**src/pkg/itc_consts.vh**
```
`ifndef ITC_CONSTS_VH
`define ITC_CONSTS_VH

// master clock period, in picoseconds (66.6 ns)
`define ITC_MASTER_PERIOD_PS 36'h0_0001_0428

// operation classes
`define ITC_OP_GENERIC 4'h0
`define ITC_OP_SHIFT_LEFT_ARITH 4'h1
`define ITC_OP_SHIFT_RIGHT_ARITH 4'h2
`define ITC_OP_ROTATE_RIGHT 4'h3
`define ITC_OP_SHIFT_RIGHT_LOGICAL 4'h4
`define ITC_OP_SERIAL_IO_LOAD 4'h5
`define ITC_OP_SERIAL_IO_STORE 4'h6
`define ITC_OP_WORD_MOVE 4'h7
`define ITC_OP_BYTE_MOVE 4'h8
`define ITC_OP_DIVIDE 4'h9
`define ITC_OP_FLOAT_SINGLE 4'hA
`define ITC_OP_FLOAT_DOUBLE 4'hB

// base cycle figures
`define ITC_SHIFT_BASE 12'h00E
`define ITC_SHIFT_ZERO_BASE 12'h045
`define ITC_SHIFT_PER_POS 12'h003
`define ITC_LOAD_IO_BASE 12'h00F
`define ITC_LOAD_IO_PER_BIT 12'h018
`define ITC_STORE_IO_ZERO_BASE 12'h0B8
`define ITC_STORE_IO_LOW_BASE 12'h051
`define ITC_STORE_IO_HIGH_BASE 12'h048
`define ITC_STORE_IO_LOW_PER_BIT 12'h004
`define ITC_STORE_IO_HIGH_PER_BIT 12'h00E
`define ITC_STORE_IO_LOW_MAX 4'h7
`define ITC_WORD_MOVE_BASE 12'h007
`define ITC_BYTE_MOVE_BASE 12'h00A
`define ITC_DIVIDE_BASE 12'h050

// mantissa widths
`define ITC_MANT_SINGLE 6'h18
`define ITC_MANT_DOUBLE 6'h38

// memory regions
`define ITC_REGION_P 2'h0
`define ITC_REGION_W 2'h1
`define ITC_REGION_G 2'h2

// sequencer states, one-hot
`define ITC_S_IDLE 5'h01
`define ITC_S_BASE 5'h02
`define ITC_S_ACC 5'h04
`define ITC_S_WAIT 5'h08
`define ITC_S_DONE 5'h10

`endif

```
**src/hw/itc_wait.v**
```verilog
`timescale 1ns/1ns
`include "itc_consts.vh"

module itc_wait (
   input wire clock,
   input wire rst_b,
   input wire go,
   input wire [3:0] delay,
   input wire dynamic,
   input wire ready,
   output wire stretch,
   output wire finish
);

reg active;
reg [3:0] left;

// dynamic memory ends on ready, static memory on its fixed count
assign finish = active & (dynamic ? ready : (left == 4'h0));
assign stretch = active & ~finish;

// count down the delay or wait for ready
always @(posedge clock or negedge rst_b) begin
   if (!rst_b) begin
      active <= 1'b0;
      left <= 4'h0;
   end else if (go) begin
      active <= 1'b1;
      left <= delay;
   end else if (finish) begin
      active <= 1'b0;
   end else if (active && !dynamic) begin
      left <= left - 4'h1;
   end
end

endmodule // itc_wait

```
**src/hw/itc_timer.v**
```verilog
`timescale 1ns/1ns
`include "itc_consts.vh"

module itc_timer (
   input wire clock,
   input wire rst_b,
   input wire start,
   input wire [3:0] op,
   input wire [3:0] count,
   input wire [11:0] base_in,
   input wire [3:0] p_accesses,
   input wire [3:0] w_accesses,
   input wire [3:0] g_accesses,
   input wire [3:0] p_delay,
   input wire [3:0] w_delay,
   input wire [3:0] g_delay,
   input wire p_dynamic,
   input wire w_dynamic,
   input wire g_dynamic,
   input wire bus_ready,
   output reg busy,
   output reg done,
   output reg [15:0] total_cycles,
   output reg [35:0] exec_time_ps,
   output reg mem_req,
   output reg [1:0] mem_region,
   output reg fetch_dest,
   output reg [5:0] mantissa_width
);

// one-hot sequencer states
localparam [4:0] ST_IDLE = `ITC_S_IDLE;
localparam [4:0] ST_BASE = `ITC_S_BASE;
localparam [4:0] ST_ACC = `ITC_S_ACC;
localparam [4:0] ST_WAIT = `ITC_S_WAIT;
localparam [4:0] ST_DONE = `ITC_S_DONE;

reg [4:0] state;
reg [11:0] base_left;
reg [15:0] total;
reg [4:0] rem_p;
reg [4:0] rem_w;
reg [4:0] rem_g;
reg ready_meta;
reg ready_sync;

reg [11:0] next_base;
reg [4:0] next_rem_w;
reg [4:0] next_rem_g;
reg next_fetch_dest;
reg [5:0] next_mantissa;
reg [3:0] cur_delay;
reg cur_dynamic;
reg [4:0] cur_rem;

wire [11:0] count12;
wire [11:0] shift_extra;
wire [11:0] load_extra;
wire [11:0] store_low_extra;
wire [11:0] store_high_extra;
wire wait_stretch;
wire wait_finish;

assign count12 = {8'h00, count};
assign shift_extra = count12 * `ITC_SHIFT_PER_POS;
assign load_extra = count12 * `ITC_LOAD_IO_PER_BIT;
assign store_low_extra = count12 * `ITC_STORE_IO_LOW_PER_BIT;
assign store_high_extra = count12 * `ITC_STORE_IO_HIGH_PER_BIT;

// bus ready is a pin from the memory boards, so it is synchronised
always @(posedge clock or negedge rst_b) begin
   if (!rst_b) begin
      ready_meta <= 1'b0;
      ready_sync <= 1'b0;
   end else begin
      ready_meta <= bus_ready;
      ready_sync <= ready_meta;
   end
end

// base cycles and charged accesses for the requested instruction
always @* begin
   next_base = base_in;
   next_rem_w = {1'b0, w_accesses};
   next_rem_g = {1'b0, g_accesses};
   next_fetch_dest = 1'b0;
   next_mantissa = 6'h00;
   case (op)
      `ITC_OP_SHIFT_LEFT_ARITH,
      `ITC_OP_SHIFT_RIGHT_ARITH,
      `ITC_OP_ROTATE_RIGHT,
      `ITC_OP_SHIFT_RIGHT_LOGICAL: begin
         // a zero count means the count comes from a register
         if (count == 4'h0) begin
            next_base = `ITC_SHIFT_ZERO_BASE;
         end else begin
            next_base = `ITC_SHIFT_BASE + shift_extra;
         end
      end
      `ITC_OP_SERIAL_IO_LOAD: begin
         next_base = `ITC_LOAD_IO_BASE + load_extra;
      end
      `ITC_OP_SERIAL_IO_STORE: begin
         // zero count transfers the full sixteen bits
         if (count == 4'h0) begin
            next_base = `ITC_STORE_IO_ZERO_BASE;
         end else if (count <= `ITC_STORE_IO_LOW_MAX) begin
            next_base = `ITC_STORE_IO_LOW_BASE + store_low_extra;
         end else begin
            next_base = `ITC_STORE_IO_HIGH_BASE + store_high_extra;
         end
      end
      `ITC_OP_WORD_MOVE: begin
         next_base = `ITC_WORD_MOVE_BASE;
      end
      `ITC_OP_BYTE_MOVE: begin
         // the old destination byte must be read before merging
         next_base = `ITC_BYTE_MOVE_BASE;
         next_rem_g = {1'b0, g_accesses} + 5'h01;
         next_fetch_dest = 1'b1;
      end
      `ITC_OP_DIVIDE: begin
         next_base = `ITC_DIVIDE_BASE;
      end
      `ITC_OP_FLOAT_SINGLE,
      `ITC_OP_FLOAT_DOUBLE: begin
         // operand fetch delays already sit in the base figure
         next_rem_w = 5'h00;
         next_rem_g = 5'h00;
         if (op == `ITC_OP_FLOAT_DOUBLE) begin
            next_mantissa = `ITC_MANT_DOUBLE;
         end else begin
            next_mantissa = `ITC_MANT_SINGLE;
         end
      end
      default: begin
         next_base = base_in;
      end
   endcase
end

// per-region delay figure for the access in progress
always @* begin
   case (mem_region)
      `ITC_REGION_P: begin
         cur_delay = p_delay;
         cur_dynamic = p_dynamic;
         cur_rem = rem_p;
      end
      `ITC_REGION_W: begin
         cur_delay = w_delay;
         cur_dynamic = w_dynamic;
         cur_rem = rem_w;
      end
      default: begin
         cur_delay = g_delay;
         cur_dynamic = g_dynamic;
         cur_rem = rem_g;
      end
   endcase
end

// stretches one access by a fixed count or until ready
itc_wait u_wait (
   .clock(clock),
   .rst_b(rst_b),
   .go(mem_req),
   .delay(cur_delay),
   .dynamic(cur_dynamic),
   .ready(ready_sync),
   .stretch(wait_stretch),
   .finish(wait_finish)
);

// sequencer: base cycles first, then P, W and G accesses in turn
always @(posedge clock or negedge rst_b) begin
   if (!rst_b) begin
      state <= ST_IDLE;
      base_left <= 12'h000;
      total <= 16'h0000;
      rem_p <= 5'h00;
      rem_w <= 5'h00;
      rem_g <= 5'h00;
      busy <= 1'b0;
      done <= 1'b0;
      total_cycles <= 16'h0000;
      exec_time_ps <= 36'h0_0000_0000;
      mem_req <= 1'b0;
      mem_region <= `ITC_REGION_P;
      fetch_dest <= 1'b0;
      mantissa_width <= 6'h00;
   end else begin
      done <= 1'b0;
      mem_req <= 1'b0;
      case (state)
         ST_IDLE: begin
            // a start while busy is ignored
            if (start) begin
               busy <= 1'b1;
               total <= 16'h0000;
               base_left <= next_base;
               rem_p <= {1'b0, p_accesses};
               rem_w <= next_rem_w;
               rem_g <= next_rem_g;
               fetch_dest <= next_fetch_dest;
               mantissa_width <= next_mantissa;
               mem_region <= `ITC_REGION_P;
               if (next_base == 12'h000) begin
                  state <= ST_ACC;
               end else begin
                  state <= ST_BASE;
               end
            end
         end
         ST_BASE: begin
            // one master period counted per base cycle
            total <= total + 16'h0001;
            base_left <= base_left - 12'h001;
            if (base_left == 12'h001) begin
               state <= ST_ACC;
            end
         end
         ST_ACC: begin
            if (cur_rem != 5'h00) begin
               mem_req <= 1'b1;
               state <= ST_WAIT;
            end else if (mem_region == `ITC_REGION_G) begin
               state <= ST_DONE;
            end else begin
               mem_region <= mem_region + 2'h1;
            end
         end
         ST_WAIT: begin
            // delays accumulate access by access
            if (wait_stretch) begin
               total <= total + 16'h0001;
            end
            if (wait_finish) begin
               state <= ST_ACC;
               case (mem_region)
                  `ITC_REGION_P: rem_p <= rem_p - 5'h01;
                  `ITC_REGION_W: rem_w <= rem_w - 5'h01;
                  default: rem_g <= rem_g - 5'h01;
               endcase
            end
         end
         ST_DONE: begin
            // time is a whole multiple of the master period
            total_cycles <= total;
            exec_time_ps <= {20'h0_0000, total} * `ITC_MASTER_PERIOD_PS;
            done <= 1'b1;
            busy <= 1'b0;
            state <= ST_IDLE;
         end
         default: begin
            state <= ST_IDLE;
         end
      endcase
   end
end

endmodule // itc_timer

```
**config.mk**
```make
export PLATFORM = sky130hd
export DESIGN_NAME = itc_timer
export DESIGN_NICKNAME = d
export VERILOG_FILES = /design/src/hw/itc_wait.v /design/src/hw/itc_timer.v
export VERILOG_INCLUDE_DIRS = /design/src /design/src/pkg
export SDC_FILE = /design/constraint.sdc
export NUM_CORES = 1
export LEC_CHECK = 0
export ABC_AREA = 0
export BUFFER_PORTS_ARGS = -buffer_cell sky130_fd_sc_hd__buf_4
export CORE_MARGIN = 1
export CORE_UTILIZATION = 35
export DETAILED_ROUTE_END_ITERATION = 10
export PLACE_DENSITY_LB_ADDON = 0.1
export REMOVE_ABC_BUFFERS = 1
export SETUP_SLACK_MARGIN = 0.05
export SLEW_MARGIN = 5
export SYNTH_ARGS = -nofsm -noshare
export SYNTH_HDL_FRONTEND = slang
export SYNTH_SLANG_ARGS = --single-unit
```
**constraint.sdc**
```tcl
create_clock -name clock -period 6.71 [get_ports clock]
set_input_delay 1.342 -clock clock [delete_from_list [all_inputs] [get_ports clock]]
set_output_delay 1.342 -clock clock [all_outputs]
set_load 0.02 [all_outputs]
```
Word level (Yosys, flattened, before mapping)
Index checks and enable logic that the tools add are counted.
{"block": "word_totals", "ff_bits": 113, "latch_bits": 0, "mem_bits_rw": 0, "romBits": 0, "in_bits": 51, "output_inout_bits": 64, "wordCells": 146, "n_memories": 0}
{"block": "op_classes", "n_addsub": 12, "multipliers": 4, "n_div": 0, "order_cmp": 1, "eq_ne": 30, "shift": 0, "n_mux": 51, "bitwise": 3, "n_reduce_logical": 27}
{"cell": "$pmux 12 s6", "count": 1}
{"cell": "$mux 5", "count": 14}
{"cell": "$pmux 5 s2", "count": 5}
{"cell": "$pmux 16 s3", "count": 1}
{"cell": "$mux 16", "count": 2}
{"cell": "$mul 16x14->30 const B", "count": 1}
{"cell": "$pmux 12 s2", "count": 1}
{"cell": "$pmux 5 s4", "count": 1}
{"cell": "$reduce_and 4->1", "count": 5}
{"cell": "$mux 9", "count": 2}
{"cell": "$add 16x1->16 const B", "count": 1}
{"cell": "$eq 4x3->1 const B", "count": 4}
{"cell": "$eq 4x4->1 const B", "count": 4}
{"cell": "$mux 4", "count": 4}
{"cell": "$ne 2x2->1 const B", "count": 8}
{"cell": "$sub 5x1->5 const B", "count": 3}
{"cell": "$eq 12x1->1 const B", "count": 1}
{"cell": "$logic_not 12->1", "count": 1}
{"cell": "$mul 4x2->6 const B", "count": 2}
{"cell": "$mux 12", "count": 1}
{"cell": "$mux 6", "count": 2}
{"cell": "$reduce_bool 2->1", "count": 6}
{"cell": "$sub 12x1->12 const B", "count": 1}
{"cell": "$add 4x9->10 const A", "count": 1}
{"cell": "other kinds (38)", "count": 56}

Depth between registers and ports, before layout
{"block": "logic_depth", "word_depth": 9, "ltp_mapped": 17, "mapped_depth_nobuf": 17}

By module
A second synthesis with hierarchy kept.
{"block": "hier_totals", "hier_cells": 996, "area_unflattened_um2": 8748.4}
{"mod": "itc_timer", "instances": 1, "cells_per_inst": 957, "area_each_um2": 8411.8, "seq_area_each_um2": 2553.7}
{"mod": "itc_wait", "instances": 1, "cells_per_inst": 39, "area_each_um2": 336.6, "seq_area_each_um2": 125.1}

Worst setup path before layout
No wires, ideal clock.
{"block": "synth_timing", "path_kind": "register to register", "start": "register total[8]", "end": "register exec_time_ps[29]", "setup_ns": 0.135, "arrival_ns": 3.771, "required_time_ns": 6.575, "setup_slack_ns": 2.804, "path_stages_with_launch": 17, "n_path_buf": 0, "synth_period_minus_slack_ns": 3.906, "cell_sequence": "dfrtp_1 > ha_1 > inv_1 > fa_1 > inv_1 > ha_1 > inv_1 > fa_1 > inv_1 > ha_1 > nand2_1 > or4_1 > o21ai_1 > a21oi_1 > o21ai_0 > xnor2_1 > o21ai_0"}
{"block": "synth_via", "elab_chain_cells": 1}
{"item": "from (decl)", "line": "itc_timer.v:40", "rtl": "reg [15:0] total;"}
{"item": "from (signal assigned)", "line": "itc_timer.v:217", "rtl": "total <= total + 16'h0001;"}
{"item": "from (signal assigned)", "line": "itc_timer.v:236", "rtl": "total <= total + 16'h0001;"}
{"item": "$mul 16x14->30 (no source line)"}
{"item": "to (signal assigned)", "line": "itc_timer.v:250", "rtl": "exec_time_ps <= {20'h0_0000, total} * `ITC_MASTER_PERIOD_PS;"}
{"item": "to (decl)", "line": "itc_timer.v:24", "rtl": "output reg [35:0] exec_time_ps,"}
No other way between the ends.
A chain may end at the register's enable or synchronous reset.

Final worst setup path
{"block": "layout_timing", "start": "register total[8]", "end": "register exec_time_ps[30]"}
Same word-level chain as after synthesis.

==> metrics.cfg <==
[run_status]
outcome=complete, no violations

[global_route]
gr-total-overflow=0
grt_pass1_wl_mm=35.22
grt_max_degree=76
grt.total_usage=0.1684
grt_pass1_vias=6943
antenna_found_initial=0

[power_and_ir_drop]
max-vdd-ir-drop_uv=94.42
pwr-share-seq=0.496
intPower_uw=961.5
p_per_area_nw_per_um2=131.3
comb_power_share=0.119
p_sw_uw=347.7
p_leak_uw=0.004924
clkPwrFrac=0.385
sw_frac_of_total=0.2656

[floorplan]
dieArea_sq_um=25430
initial_core_util=0.3568
die-width_um=159.5
die_h_um=159.5
core_sq_um=24320
ioPinCount=115
num_rows=57

[logic_synthesis]
avgSynthCellArea_sq_um=8.651
syn_inst=1003
synth-seq-cells=107
synth.distinct_cells=80
synthFlopType=dfrtp_1
synth.cell_area_sq_um=8677
ys_seq_area_frac=0.3087
yosys_warnings=0
synth_edf_count=0
async_flop_share=1.000

[placed_design]
dpl_cell_area_sq_um=9706
place_hpwl_mm=15.88
portBuffers=105
globalplace.congestion=0.8111

[worst_setup_path]
cp_max_fo=10
critPathMostFrequentCell=inv_1
critPathKind=flip-flop to flip-flop
cp.arrival_ns=4.75
critPathSlowestCell=a311oi_1
cp.required_ns=7.01
path_cells=ha_1, inv_1, fa_1, inv_1, ha_1, inv_1, fa_1, inv_1, ha_1, a21oi_1, o21ai_0, o211a_1, a311oi_1, o311ai_1, o41ai_1, o22a_1
slowest_delay_ns=0.57
ff2ff_setup_slack_ns=2.27
critical_path.endpoint_type=flip-flop
startpoint_type=flip-flop

[clock_tree]
clk_pin_slew_worst_paths_ns=0.08
post-cts-setup-buffers=0
clock_latency_ns=0.36
htreeDepth=3
clock_path_buffers=2
tritoncts=yes
cts_resized=0
postCtsHoldBufs=0
cts-root-buf=clkbuf_16
cts.sinks=107
numCtsBuffers=9

[sta]
hold_viol_final=0
drv_slew=0
skew_ns=0.008202
setup_tns_ns=0
fmax_mhz=225.0
post-route-period-util=0.6624
worst_pin_slew_ns=0.9479
setup_violations=0
rsz0062_at_grt=no
period_minus_slack_ns=4.445
slew_headroom=0.3680

[final_layout]
n_antenna_cell=0
final-seq-area_sq_um=2679
multiInputGateArea_sq_um=5469
final_cell_area_sq_um=9971
fin_nets=1265
synthToLayoutAreaGrowth_pct=14.91
n_fill_cell=2493
drive_gt1_frac=0.1334

[routing]
vias_per_cell=5.040
drt_iter0_drc=313
postRouteAntennaNets=0
drc_errors=0
wl_per_cell_um=14.70
firstDrtPassIters=5
routed_wl_mm=20.75
vias=7111

[hold_path]
min_path_type=flip-flop to flip-flop

[flow_run]
maxCapViolations=0

==> cell usage in the layout, fill, tap and decap left out, drive strengths merged, types with 5 or more instances in the layout <==
cell type,netlist,layout
nand2,115,115
ha,112,112
o21ai,111,111
buf,19,109
dfrtp,106,106
inv,89,90
nor2,67,67
a21oi,49,49
xnor2,31,31
nor3,25,25
nand3,24,24
fa,18,18
nand2b,17,17
a21o,14,14
xor2,14,14
a31oi,13,13
and3,11,11
nor4,10,10
conb,1,9
clkbuf,28,9
a22oi,7,7
or3,7,7
o211ai,7,7
nor3b,6,6
a211oi,6,6
o21a,5,5
or4,5,5
nand4,5,5
a21boi,5,5
==> power by group through the flow <==
stage	clock (uW)	combinational [uW]	sequential (uW)
2_1_floorplan	0	87.3	662
3_3_place_gp	0	158	662
3_5_place_dp	0	156	662
4_1_cts	525	157	649
5_1_grt	549	176	650
6_report	504	155	649
==> routing by layer <==
| metal | up-vias | share of wire | track usage |
|---|---|---|---|
| met4 | 0 | 0.010 | 0.04108 |
| met2 | 133 | 0.48 | 0.2857 |
| li1 | 3661 | - | - |
| met3 | 16 | 0.029 | 0.02318 |
| met5 | - | 0 | 0 |
| met1 | 3301 | 0.48 | 0.2258 |
==> worst max-delay path: cells and delay by family, from the launching register on <==
family          cells  cell delay (ns)
compound gates      7             1.78
fa+ha+maj           5             1.92
buf+inv             4             0.18
flops               1             0.51
==> path summary, 6_finish.rpt <==
path | start | to | cells past startpoint
min in group asynchronous | rst_b | exec_time_ps[28]$_DFFE_PN0P_ | 1
worst max-delay path | total[8]$_DFFE_PN0P_ | exec_time_ps[30]$_DFFE_PN0P_ | 16
worst max register to register | total[8]$_DFFE_PN0P_ | exec_time_ps[30]$_DFFE_PN0P_ | 16
max in group asynchronous | rst_b | mem_region[0]$_DFFE_PN0P_ | 2
worst min-delay path | ready_meta$_DFF_PN0_ | ready_sync$_DFF_PN0_ | 0
worst min register to register | ready_meta$_DFF_PN0_ | ready_sync$_DFF_PN0_ | 0
==> cell families after synthesis <==
| logic type | count (synthesis) | synth area share |
|---|---|---|
| AOI/OAI and AO/OA | 264 | 0.1889 |
| muxes | 8 | 0.009805 |
| adders and majority gates | 130 | 0.2030 |
| other | 1 | 0.0004322 |
| xor gates and xnor gates | 45 | 0.04542 |
| DFF | 107 | 0.3087 |
| and+or+nand+nor | 312 | 0.1777 |
| buffers and inverters | 136 | 0.06604 |
==> registers in the layout, summed over array words and instances, names as in the netlist, 2 cells and up <==
signal and count:
base_left 12, rem_w 5, total 16, rem_g 5, u_wait.left 4, mem_region 2, exec_time_ps 28, total_cycles 16
rem_p 5, mantissa_width 2, state 5
==> cells in the mapped netlist (all sizes together), types with 10 or more instances <==
library cell,instances,area (sq um)
nand2,115,439.2
ha,112,1401
o21ai,111,555.5
dfrtp,106,2653
inv,89,334.1
nor2,67,256.5
a21oi,49,249.0
xnor2,31,271.5
clkbuf,28,105.1
nor3,25,125.1
nand3,24,120.1
buf,19,133.9
fa,18,360.4
nand2b,17,106.4
a21o,14,105.1
xor2,14,122.6
a31oi,13,81.33
and3,11,68.82
nor4,10,96.35
==> stage by stage <==
step                      setup slack, ns  instances  power, uW  hold slack, ns    util
after floorplan                     2.742        964      749.0          0.3312       -
after global placement              2.403       1397      820.3          0.3356  0.3991
after detailed placement            2.283       1397      818.7          0.3363  0.3991
after CTS                           2.263       1411       1332          0.3539  0.4100
after global routing                1.914       1411       1375          0.3642  0.4100
final                               2.265       1411       1309          0.3553  0.4100
==> area by class of cell <==
cell class / count / area share
multi-input combinational: 768 / 0.5485
sequential: 107 / 0.2687
timing repair buffer: 109 / 0.08207
tap: 324 / 0.04066
inverter: 89 / 0.03350
clock buffer: 9 / 0.02259
clock inverter: 5 / 0.004016
Note: power is estimated with default switching activity, not from simulation.
